[src/design/lps_pkg.sv]
// lps_pkg: shared types and constants for the per-port link power control
// assumes a single 40 MHz core clock domain and three switch ports
package lps_pkg;

  localparam int NUM_PORTS   = 3;
  localparam int NUM_LANES   = 4;
  localparam int UP_PORT     = 0;
  localparam int SYNC_STAGES = 2;

  // timing of the fundamental reset hold
  localparam int CLK_MHZ         = 40;
  localparam int PERST_HOLD_MS   = 100;
  localparam int PERST_HOLD_CYC  = PERST_HOLD_MS * 1000 * CLK_MHZ;
  localparam int HOLD_CNT_W      = 23;

  // reset values
  localparam logic FUNC_RST_RST   = 1'b1;
  localparam logic CLKREQ_OE_RST  = 1'b0;
  localparam logic CLKREQ_OUT_VAL = 1'b0;

  typedef enum logic [2:0] {
    LPS_LINK_L0,
    LPS_LINK_L0S,
    LPS_LINK_L1,
    LPS_LINK_L2L3_RDY,
    LPS_LINK_L3
  } lps_link_t;

  typedef enum logic [2:0] {
    LPS_D0,
    LPS_D1,
    LPS_D2,
    LPS_D3_HOT,
    LPS_D3_COLD
  } lps_dstate_t;

  // per-port inputs from the port's link layer and configuration space
  typedef struct packed {
    lps_link_t   link;
    lps_dstate_t dstate;
    logic        aspm_en;
    logic        l11_en;
  } lps_port_in_t;

  // per-port power controls towards the analog front end
  typedef struct packed {
    logic in_l11;
    logic pll_off;
    logic rxbuf_off;
  } lps_port_pwr_t;

  // per-port status reported back to the core
  typedef struct packed {
    lps_link_t   link;
    lps_dstate_t dstate;
    logic        aspm_active;
    logic        in_l11;
  } lps_port_stat_t;

endpackage

[src/design/lps_port_substate.sv]
// lps_port_substate: L1 / L1.1 sub-state machine for one switch port
// assumes clkreq_asserted is already synchronised to core_clk
`timescale 1ns/1ps
module lps_port_substate
  import lps_pkg::*;
(
  input  wire logic          core_clk,
  input  wire logic          sys_rst,
  input  wire logic          func_rst,
  input  wire logic          link_in_l1,
  input  wire logic          l11_en,
  input  wire logic          clkreq_asserted,
  output lps_port_pwr_t      pwr
);

  typedef enum logic [1:0] {
    SS_OUT,
    SS_L1,
    SS_L11
  } lps_ss_t;

  lps_ss_t state_r;
  lps_ss_t state_nxt;

  always_comb begin
    state_nxt = state_r;
    case (state_r)
      SS_OUT: begin
        if (link_in_l1) begin
          state_nxt = SS_L1;
        end
      end
      SS_L1: begin
        if (!link_in_l1) begin
          state_nxt = SS_OUT;
        end else if (clkreq_asserted && l11_en) begin
          state_nxt = SS_L11;
        end
      end
      SS_L11: begin
        if (!clkreq_asserted || !link_in_l1) begin
          state_nxt = SS_L1;
        end
      end
      default: state_nxt = SS_OUT;
    endcase
  end

  always_ff @(posedge core_clk) begin
    if (sys_rst || func_rst) begin
      state_r <= SS_OUT;
    end else begin
      state_r <= state_nxt;
    end
  end

  // front-end power stays off only while in the sub-state
  assign pwr.in_l11    = (state_r == SS_L11);
  assign pwr.pll_off   = (state_r == SS_L11);
  assign pwr.rxbuf_off = (state_r == SS_L11);

endmodule // lps_port_substate

[src/design/lps_power_ctrl.sv]
// lps_power_ctrl: link power control for a three-port switch
// assumes pins (fundamental reset, clock requests, buffer power-down) are asynchronous
// and link/lane state inputs come from logic on core_clk
`timescale 1ns/1ps
module lps_power_ctrl
  import lps_pkg::*;
#(
  parameter int unsigned HOLD_CYC = PERST_HOLD_CYC
)
(
  input  wire logic                 core_clk,
  input  wire logic                 sys_rst,
  input  wire logic                 perst_n,
  input  wire logic                 refclk_buffer_powerdown,
  input  wire logic [NUM_PORTS-1:0] clkreq_n_i,
  input  wire lps_port_in_t [NUM_PORTS-1:0] port_in,
  input  wire logic [NUM_LANES-1:0] lane_in_l11,
  output logic                      clkreq_up_o,
  output logic                      clkreq_up_oe,
  output logic                      func_rst,
  output logic [NUM_PORTS-1:0]      refclk_out_en,
  output logic [NUM_PORTS-1:0]      port_pll_off,
  output logic [NUM_PORTS-1:0]      port_rxbuf_off,
  output logic                      shared_pll_off,
  output lps_port_stat_t [NUM_PORTS-1:0] port_stat
);

  // two-stage synchronisers for every pin input
  logic [NUM_PORTS-1:0] clkreq_n_s1_r;
  logic [NUM_PORTS-1:0] clkreq_n_s2_r;
  logic                 perst_n_s1_r;
  logic                 perst_n_s2_r;
  logic                 bufpd_s1_r;
  logic                 bufpd_s2_r;
  logic [NUM_PORTS-1:0] clkreq_n_s1_nxt;
  logic [NUM_PORTS-1:0] clkreq_n_s2_nxt;
  logic                 perst_n_s1_nxt;
  logic                 perst_n_s2_nxt;
  logic                 bufpd_s1_nxt;
  logic                 bufpd_s2_nxt;

  // only the second stage is read by logic; the first may still be settling
  always_comb begin
    clkreq_n_s1_nxt = clkreq_n_i;
    clkreq_n_s2_nxt = clkreq_n_s1_r;
    perst_n_s1_nxt  = perst_n;
    perst_n_s2_nxt  = perst_n_s1_r;
    bufpd_s1_nxt    = refclk_buffer_powerdown;
    bufpd_s2_nxt    = bufpd_s1_r;
  end

  // request pins reset to their released level so no false request follows reset
  always_ff @(posedge core_clk) begin
    if (sys_rst) begin
      clkreq_n_s1_r <= '1;
      clkreq_n_s2_r <= '1;
      perst_n_s1_r  <= 1'b0;
      perst_n_s2_r  <= 1'b0;
      bufpd_s1_r    <= 1'b1;
      bufpd_s2_r    <= 1'b1;
    end else begin
      clkreq_n_s1_r <= clkreq_n_s1_nxt;
      clkreq_n_s2_r <= clkreq_n_s2_nxt;
      perst_n_s1_r  <= perst_n_s1_nxt;
      perst_n_s2_r  <= perst_n_s2_nxt;
      bufpd_s1_r    <= bufpd_s1_nxt;
      bufpd_s2_r    <= bufpd_s2_nxt;
    end
  end

  function automatic logic req_asserted(input logic req_n);
    return ~req_n;
  endfunction

  function automatic logic link_is_l1(input lps_link_t link);
    return (link == LPS_LINK_L1);
  endfunction

  // active-state power management counts only L0s and L1 as low power
  function automatic logic aspm_state(input lps_link_t link);
    return (link == LPS_LINK_L0S) || link_is_l1(link);
  endfunction

  // decoded once so every consumer sees the same synchronised request
  logic [NUM_PORTS-1:0] req_s;

  always_comb begin
    for (int p = 0; p < NUM_PORTS; p++) begin
      req_s[p] = req_asserted(clkreq_n_s2_r[p]);
    end
  end

  // fundamental reset hold: functions stay in reset while the pin is low,
  // and a guard counter, run once from sys_rst, covers only a release within HOLD_CYC cycles of it
  logic [HOLD_CNT_W-1:0] hold_cnt_r;
  logic [HOLD_CNT_W-1:0] hold_cnt_nxt;
  logic                  func_rst_r;
  logic                  func_rst_nxt;
  logic                  hold_done;

  assign hold_done = (hold_cnt_r >= HOLD_CYC[HOLD_CNT_W-1:0]);

  always_comb begin
    hold_cnt_nxt = hold_cnt_r;
    if (!hold_done) begin
      hold_cnt_nxt = hold_cnt_r + 1'b1;
    end
    func_rst_nxt = !perst_n_s2_r || !hold_done;
  end

  always_ff @(posedge core_clk) begin
    if (sys_rst) begin
      hold_cnt_r <= '0;
      func_rst_r <= FUNC_RST_RST;
    end else begin
      hold_cnt_r <= hold_cnt_nxt;
      func_rst_r <= func_rst_nxt;
    end
  end

  // per-port sub-state machines
  lps_port_pwr_t [NUM_PORTS-1:0] pwr;

  // ports leave L1.1 on their own; only the shared PLL waits for all of them
  for (genvar p = 0; p < NUM_PORTS; p++) begin : g_port
    lps_port_substate i_lps_port_substate (
      .core_clk        (core_clk),
      .sys_rst         (sys_rst),
      .func_rst        (func_rst_r),
      .link_in_l1      (link_is_l1(port_in[p].link)),
      .l11_en          (port_in[p].l11_en),
      .clkreq_asserted (req_s[p]),
      .pwr             (pwr[p])
    );
  end

  // registered outputs
  logic                  clkreq_up_oe_nxt;
  logic [NUM_PORTS-1:0]  refclk_en_nxt;
  logic [NUM_PORTS-1:0]  pll_off_nxt;
  logic [NUM_PORTS-1:0]  rxbuf_off_nxt;
  logic                  shared_off_nxt;
  lps_port_stat_t [NUM_PORTS-1:0] stat_nxt;

  logic                  clkreq_up_oe_r;
  logic                  clkreq_up_o_r;
  logic [NUM_PORTS-1:0]  refclk_en_r;
  logic [NUM_PORTS-1:0]  pll_off_r;
  logic [NUM_PORTS-1:0]  rxbuf_off_r;
  logic                  shared_off_r;
  lps_port_stat_t [NUM_PORTS-1:0] stat_r;

  always_comb begin
    clkreq_up_oe_nxt = 1'b0;
    shared_off_nxt   = &lane_in_l11;
    for (int p = 0; p < NUM_PORTS; p++) begin
      if (p != UP_PORT && req_s[p]) begin
        clkreq_up_oe_nxt = 1'b1;
      end
      shared_off_nxt   = shared_off_nxt && pwr[p].in_l11;
      pll_off_nxt[p]   = pwr[p].pll_off;
      rxbuf_off_nxt[p] = pwr[p].rxbuf_off;
      // clock is needed when requested or while the port is outside L1.1
      refclk_en_nxt[p] = !bufpd_s2_r &&
                         (req_s[p] || !pwr[p].in_l11);
      stat_nxt[p].link        = port_in[p].link;
      stat_nxt[p].dstate      = port_in[p].dstate;
      stat_nxt[p].aspm_active = port_in[p].aspm_en &&
                                aspm_state(port_in[p].link);
      stat_nxt[p].in_l11      = pwr[p].in_l11;
    end
    if (func_rst_r) begin
      // the shared PLL stays on and no clock is requested upstream while held in reset
      clkreq_up_oe_nxt = 1'b0;
      shared_off_nxt   = 1'b0;
    end
  end

  always_ff @(posedge core_clk) begin
    if (sys_rst) begin
      clkreq_up_oe_r <= CLKREQ_OE_RST;
      clkreq_up_o_r  <= CLKREQ_OUT_VAL;
      refclk_en_r    <= '0;
      pll_off_r      <= '0;
      rxbuf_off_r    <= '0;
      shared_off_r   <= 1'b0;
      stat_r         <= '0;
    end else begin
      clkreq_up_oe_r <= clkreq_up_oe_nxt;
      clkreq_up_o_r  <= CLKREQ_OUT_VAL;
      refclk_en_r    <= refclk_en_nxt;
      pll_off_r      <= pll_off_nxt;
      rxbuf_off_r    <= rxbuf_off_nxt;
      shared_off_r   <= shared_off_nxt;
      stat_r         <= stat_nxt;
    end
  end

  // open-drain upstream request: only ever pulls low, pull-up releases it
  assign clkreq_up_o    = clkreq_up_o_r;
  assign clkreq_up_oe   = clkreq_up_oe_r;
  assign func_rst       = func_rst_r;
  assign refclk_out_en  = refclk_en_r;
  assign port_pll_off   = pll_off_r;
  assign port_rxbuf_off = rxbuf_off_r;
  assign shared_pll_off = shared_off_r;
  assign port_stat      = stat_r;

endmodule // lps_power_ctrl

[config.mk]
export PLATFORM = sky130hd
export DESIGN_NAME = lps_power_ctrl
export DESIGN_NICKNAME = d
export VERILOG_FILES = /design/src/design/lps_pkg.sv /design/src/design/lps_port_substate.sv /design/src/design/lps_power_ctrl.sv
export SDC_FILE = /design/constraint.sdc
export NUM_CORES = 1
export LEC_CHECK = 0
export BUFFER_PORTS_ARGS = -buffer_cell sky130_fd_sc_hd__buf_4
export CORE_AREA = 10 10 73 91
export DETAILED_ROUTE_END_ITERATION = 16
export DIE_AREA = 0 0 83 101
export PLACE_DENSITY = 0.89
export SLEW_MARGIN = 20
export SYNTH_ARGS = -nofsm -noshare
export SYNTH_HDL_FRONTEND = slang
export SYNTH_SLANG_ARGS = --single-unit
[constraint.sdc]
create_clock -name core_clk -period 2.9 [get_ports core_clk]
set_input_delay 0.58 -clock core_clk [delete_from_list [all_inputs] [get_ports core_clk]]
set_output_delay 0.58 -clock core_clk [all_outputs]
set_load 0.02 [all_outputs]
# --- After elaboration in Yosys (flattened, before gate mapping) ---
# Cells that the tools add are included.
classes:
  addsub: 1
  n_lt_le_gt_ge: 1
  eq_ne: 21
  mux: 17
  n_bitwise: 3
  reduce_logical: 40
op_table:
  columns: ["cell", "n"]
  rows:
  - ["2-to-1 mux 2 bit", 12]
  - ["adder 23 x 1 -> 23 bit, second input constant", 1]
  - ["greater-or-equal comparator 23 x 22 -> 1 bit, second input constant", 1]
  - ["one-hot mux 2 bit (3 select lines)", 3]
  - ["logical AND 1 bit", 12]
  - ["inequality test 2 x 1 -> 1 bit, second input constant", 6]
  - ["logical OR 1 bit", 11]
  - ["equality test 3 x 1 -> 1 bit, second input constant", 3]
  - ["equality test 3 x 2 -> 1 bit, second input constant", 3]
  - ["logical NOT 1 bit", 9]
  - ["inequality test 3 bit, second input constant", 3]
  - ["AND reduction 3 bit", 3]
  - ["equality test 2 x 1 -> 1 bit, second input constant", 3]
  - ["equality test 2 bit, second input constant", 3]
  - ["logical NOT 2 bit", 3]
  - ["AND reduction 4 bit", 1]
  - ["inverter 1 bit", 3]
  - ["2-to-1 mux 1 bit", 2]
  - ["OR reduction 2 bit", 1]
word_totals:
  register_bits: 72
  in_bits: 35
  output_inout_bits: 37
  word_cells: 110

# --- Depth between registers and ports, before layout ---
depth:
  ltp_word: 5
  ltp_mapped: 6
  mapped_depth_nobuf: 6

# --- Modules after synthesis ---
# Synthesis repeated with hierarchy kept, for this count alone.
unflattened:
  cells_unflattened: 306
  area_unflattened_um2: 3057.9
by_module_without_submodules:
  columns: ["module", "instances", "cells_each", "area_per_inst_um2", "seq_area_each_um2"]
  rows:
  - ["lps_power_ctrl", 1, 267, 2701.3, 1381.3]
  - ["lps_port_substate", 3, 13, 118.9, 40.0]

# --- Worst setup path after synthesis ---
# No wires, ideal clock.
synth_timing:
  path_kind: "reg-to-reg"
  start: "register hold_cnt_r[1]"
  end: "register hold_cnt_r[20]"
  setup_ps: 121
  arrival_time_ps: 1701
  required_time_ps: 2779
  setup_slack_ps: 1078
  path_stages_with_launch: 7
  path_buffers: 0
  period_less_slack_ps: 1822
  path_cell_list: "dfxtp_1 -> ha_1 -> and3_1 -> nand3_1 -> a21oi_1 -> and3b_1 -> mux2_2"
synth_between:
  elab_chain_cells: 1
  elab_cells_between_ends: 2
  classes_between: "add/sub (1); order compare (1)"
synth_lines:
  columns: ["item", "line_no", "source"]
  rows:
  - ["from (decl)", "lps_power_ctrl.sv:95", "logic [HOLD_CNT_W-1:0] hold_cnt_r;"]
  - ["from (signal assigned)", "lps_power_ctrl.sv:116", "hold_cnt_r <= hold_cnt_nxt;"]
  - ["adder 23 x 1 -> 23 bit / greater-or-equal comparator 23 x 22 -> 1 bit (equally long branches)", "lps_power_ctrl.sv:106, lps_power_ctrl.sv:101", null]
# Parallel ways exist; a longest one is shown, timed or not.
# A chain may end at the register's enable or synchronous reset.

# --- Worst setup path in the final report ---
layout_timing:
  start: "register hold_cnt_r[16]"
  end: "register hold_cnt_r[13]"
layout_between:
  elab_chain_cells: 1
layout_lines:
  columns: ["item", "line_no", "source"]
  rows:
  - ["greater-or-equal comparator 23 x 22 -> 1 bit", "lps_power_ctrl.sv:101", "assign hold_done = (hold_cnt_r >= HOLD_CYC[HOLD_CNT_W-1:0]);"]
# Every way passes these cells.

==> run_results.csv <==
group,metric,value,unit
grt,grt_pass1_vias,2139,
setup_path,startpoint_type,"register",
routing,routed.top_layer,"met4",
yosys,ys_ff_latch,69,
setup_path,reg2regPathDepth,5,
final_layout,nets,373,
yosys,synth.distinct_cells,42,
cts,cts_resized,0,
cts,cts_root_buf,"clkbuf_8",
final_layout,syn_to_final_growth,27.2,%
yosys,syn-cell-area,2640,um^2
pwr,ir_worst_vdd,0.517,mV
placed_design,gp_congestion,0.825,
final_layout,layout-drive-gt1-share,31.7,%
setup_path,rr_endpoint,"hold_cnt_r[13]",
placed_design,io_buffers,70,
routing,ant_nets,0,
setup_path,required,3.17,ns
yosys,synth_fp_nets,307,
yosys,synth-async-reset-ratio,0,%
cts,cts_setup_buffers,0,
worst_hold_path,holdPathStages,2,
routing,vias,2085,
final_layout,num_antenna_cells,0,
cts,cts.clk_slew.worst_paths,0.08,ns
cts,clk_path_buf_depth,2,
routing,routed_wl,6000,um
sta,tightest_slew,0.615,ns
setup_path,crit_fanout,12,
final_layout,seq_area,1380,um^2
worst_hold_path,min-delay-start,"port_in[7]",
setup_path,crit_arrival,2.44,ns
sta,hold_viol_final,0,
pwr,power_density,565,nW/um^2
floorplanning,dieArea,8380,um^2
floorplanning,ioPinCount,72,
yosys,synth.avg_cell_area,9.76,um^2
status,status,"finished clean",
routing,viasPerCell,5.17,
setup_path,path_class,"reg2reg",
sta,holdWs,0.402,ns
routing,firstDrtPassIters,4,
sta,fmax,0.459,GHz
final_layout,n_fill_cell,387,
setup_path,cp-startpoint,"hold_cnt_r[16]",
cts,numCtsBuffers,9,
worst_hold_path,min_path_type,"in2reg",
grt,grt_max_degree,68,
routing,drt_iter0_drc,121,
cts,clock_sinks,69,
placed_design,dp_hpwl,4330,um
sta,tns,0,ns
grt,track_usage,14.2,%
sta,fin_skew,0.0110,ns
setup_path,r2r_slack,0.72,ns
pwr,leakage,1.37,nW
sta,final-setup-viol-count,0,
routing,wl_met1,2270,um
yosys,seq_area_frac_synth,52.4,%
run,cap_violations,0,
grt,overflow,0,
yosys,synth_ff_type,"dfxtp_1",
yosys,synth-edff-count,0,
floorplanning,rows,29,
setup_path,worst_setup_path_end_kind,"register",
final_layout,multiInputGateArea,1120,um^2
routing,wire_per_inst,14.9,um
sta,finalMaxSlewViolations,0,
worst_hold_path,hold_path_end,"port_stat[1]",
floorplanning,die_y,101,um
routing,wl_met2,3040,um
floorplanning,coreArea,4930,um^2
sta,relSlewSlack,59.0,%
sta,fin_crit,2.18,ns
grt,grt_pass1_wl,9790,um
yosys,yosys_warnings,0,
yosys,synth_cells,270,
floorplanning,start_util,53.4,%
sta,post-route-period-util,75.1,%
sta,rsz0062_at_grt,"no",
routing,met3_length,542,um
cts,clk_latency,0.34,ns
cts,ctsHoldBuffers,0,
setup_path,r2r-start,"hold_cnt_r[16]",
grt,antenna_found_initial,0,
floorplanning,fp.dieW,83,um
cts,cts_tree,"done",
cts,htree_levels,3,
routing,drc,0,
[worst max-delay path: stages, from the launching register on]
cell      delay [ns]
dfxtp_1         0.37
a211oi_2        0.24
nand3_1         0.39
and2_1          0.38
or4_1           0.53
a21oi_1         0.17
[synth_stat cells (all sizes together), types with 3 or more instances]
cell | instances | area, um^2
nand2b | 4 | 25.0
mux2 | 4 | 45.0
nand3 | 8 | 40.0
nor4b | 5 | 43.8
xnor2 | 15 | 131
nand4 | 4 | 25.0
and3 | 4 | 25.0
o21ai | 4 | 20.0
nor2b | 25 | 156
or2 | 10 | 62.6
a21oi | 11 | 55.1
a31oi | 3 | 18.8
dfxtp | 69 | 1380
and4 | 3 | 26.3
nand2 | 8 | 30.0
nor2 | 32 | 120
a2111oi | 4 | 47.6
inv | 10 | 37.5
clkbuf | 7 | 26.3
buf | 10 | 72.6
o31ai | 3 | 22.5
a211oi | 7 | 62.6
[state kept, by name, summed over array words and instances, names as in the netlist, 3 cells and up]
| register | count |
|---|---|
| refclk_out_en | 3 |
| clkreq_n_s2_r | 3 |
| g_port.i_lps_port_substate.state_r | 6 |
| hold_cnt_r | 23 |
| port_stat | 21 |
| port_rxbuf_off | 3 |
| clkreq_n_s1_r | 3 |
[per-stage QoR]
| step | instances | power (W) | utilization, % | setup slack (ns) | instance area [um^2] |
|---|---|---|---|---|---|
| floorplan | 270 | 0.00107 | - | 1.08 | 2640 |
| global placement | 387 | 0.00114 | 63.9 | 0.853 | 3160 |
| detailed placement | 387 | 0.00114 | 63.9 | 0.755 | 3160 |
| CTS | 403 | 0.00191 | 68.0 | 0.740 | 3350 |
| global route | 403 | 0.00197 | 68.0 | 0.588 | 3350 |
| finish | 403 | 0.00189 | 68.0 | 0.724 | 3350 |
[placed cells by master, fill, tap and decap left out, types with 3 or more instances in the layout]
| cell | n |
|---|---|
| nand3_1 | 8 |
| clkinvlp_4 | 3 |
| nand2_1 | 8 |
| nand4_1 | 4 |
| inv_1 | 10 |
| xnor2_1 | 15 |
| nand2b_1 | 4 |
| nor2b_1 | 25 |
| mux2_2 | 3 |
| o21ai_0 | 4 |
| clkbuf_8 | 9 |
| and3_1 | 4 |
| a211oi_1 | 5 |
| dfxtp_1 | 69 |
| o31ai_1 | 3 |
| a21oi_1 | 11 |
| buf_4 | 72 |
| a31oi_1 | 3 |
| or2_2 | 10 |
| and4_1 | 3 |
| nor2_1 | 32 |
| nor4b_1 | 5 |
[power breakdown]
part           internal [W]  switching (W)  total (W)
clock              0.000403       0.000369   0.000772
combinational     0.0000714      0.0000664   0.000138
sequential         0.000973      0.0000111   0.000984
total               0.00145       0.000447    0.00189
[cell type report]
type / instances / share of cell area [%]
clock buffer: 10 / 3.81
clock inverter: 6 / 2.09
inverter: 10 / 1.12
multi-input combinational: 174 / 33.4
sequential: 69 / 41.2
tap: 62 / 2.31
timing repair buffer: 72 / 16.1
[worst max-delay path by stage]
stage	endpoint	slack [ns]	cells past startpoint
floorplan	hold_cnt_r[20]	1.08	6
global placement	hold_cnt_r[13]	0.85	5
detailed placement	hold_cnt_r[13]	0.76	5
CTS	hold_cnt_r[13]	0.74	5
global route	hold_cnt_r[9]	0.59	5
finish	hold_cnt_r[13]	0.72	5
[cells by family after synthesis]
| family | share of synthesized area [%] |
|---|---|
| xor gates and xnor gates | 4.98 |
| DFF | 52.4 |
| and+or+nand+nor | 23.8 |
| buffers and inverters | 5.17 |
| other | 0.142 |
| adders and majority gates | 0.949 |
| AOI/OAI and AO/OA | 10.4 |
| muxes | 2.09 |
[metal layers]
metal	up-vias	global-route usage [%]
met4	0	8.27
li1	1038	-
met1	971	13.5
met5	-	0
met3	13	7.04
met2	63	24.5
No activity file was read; power rests on OpenSTA's default activity.
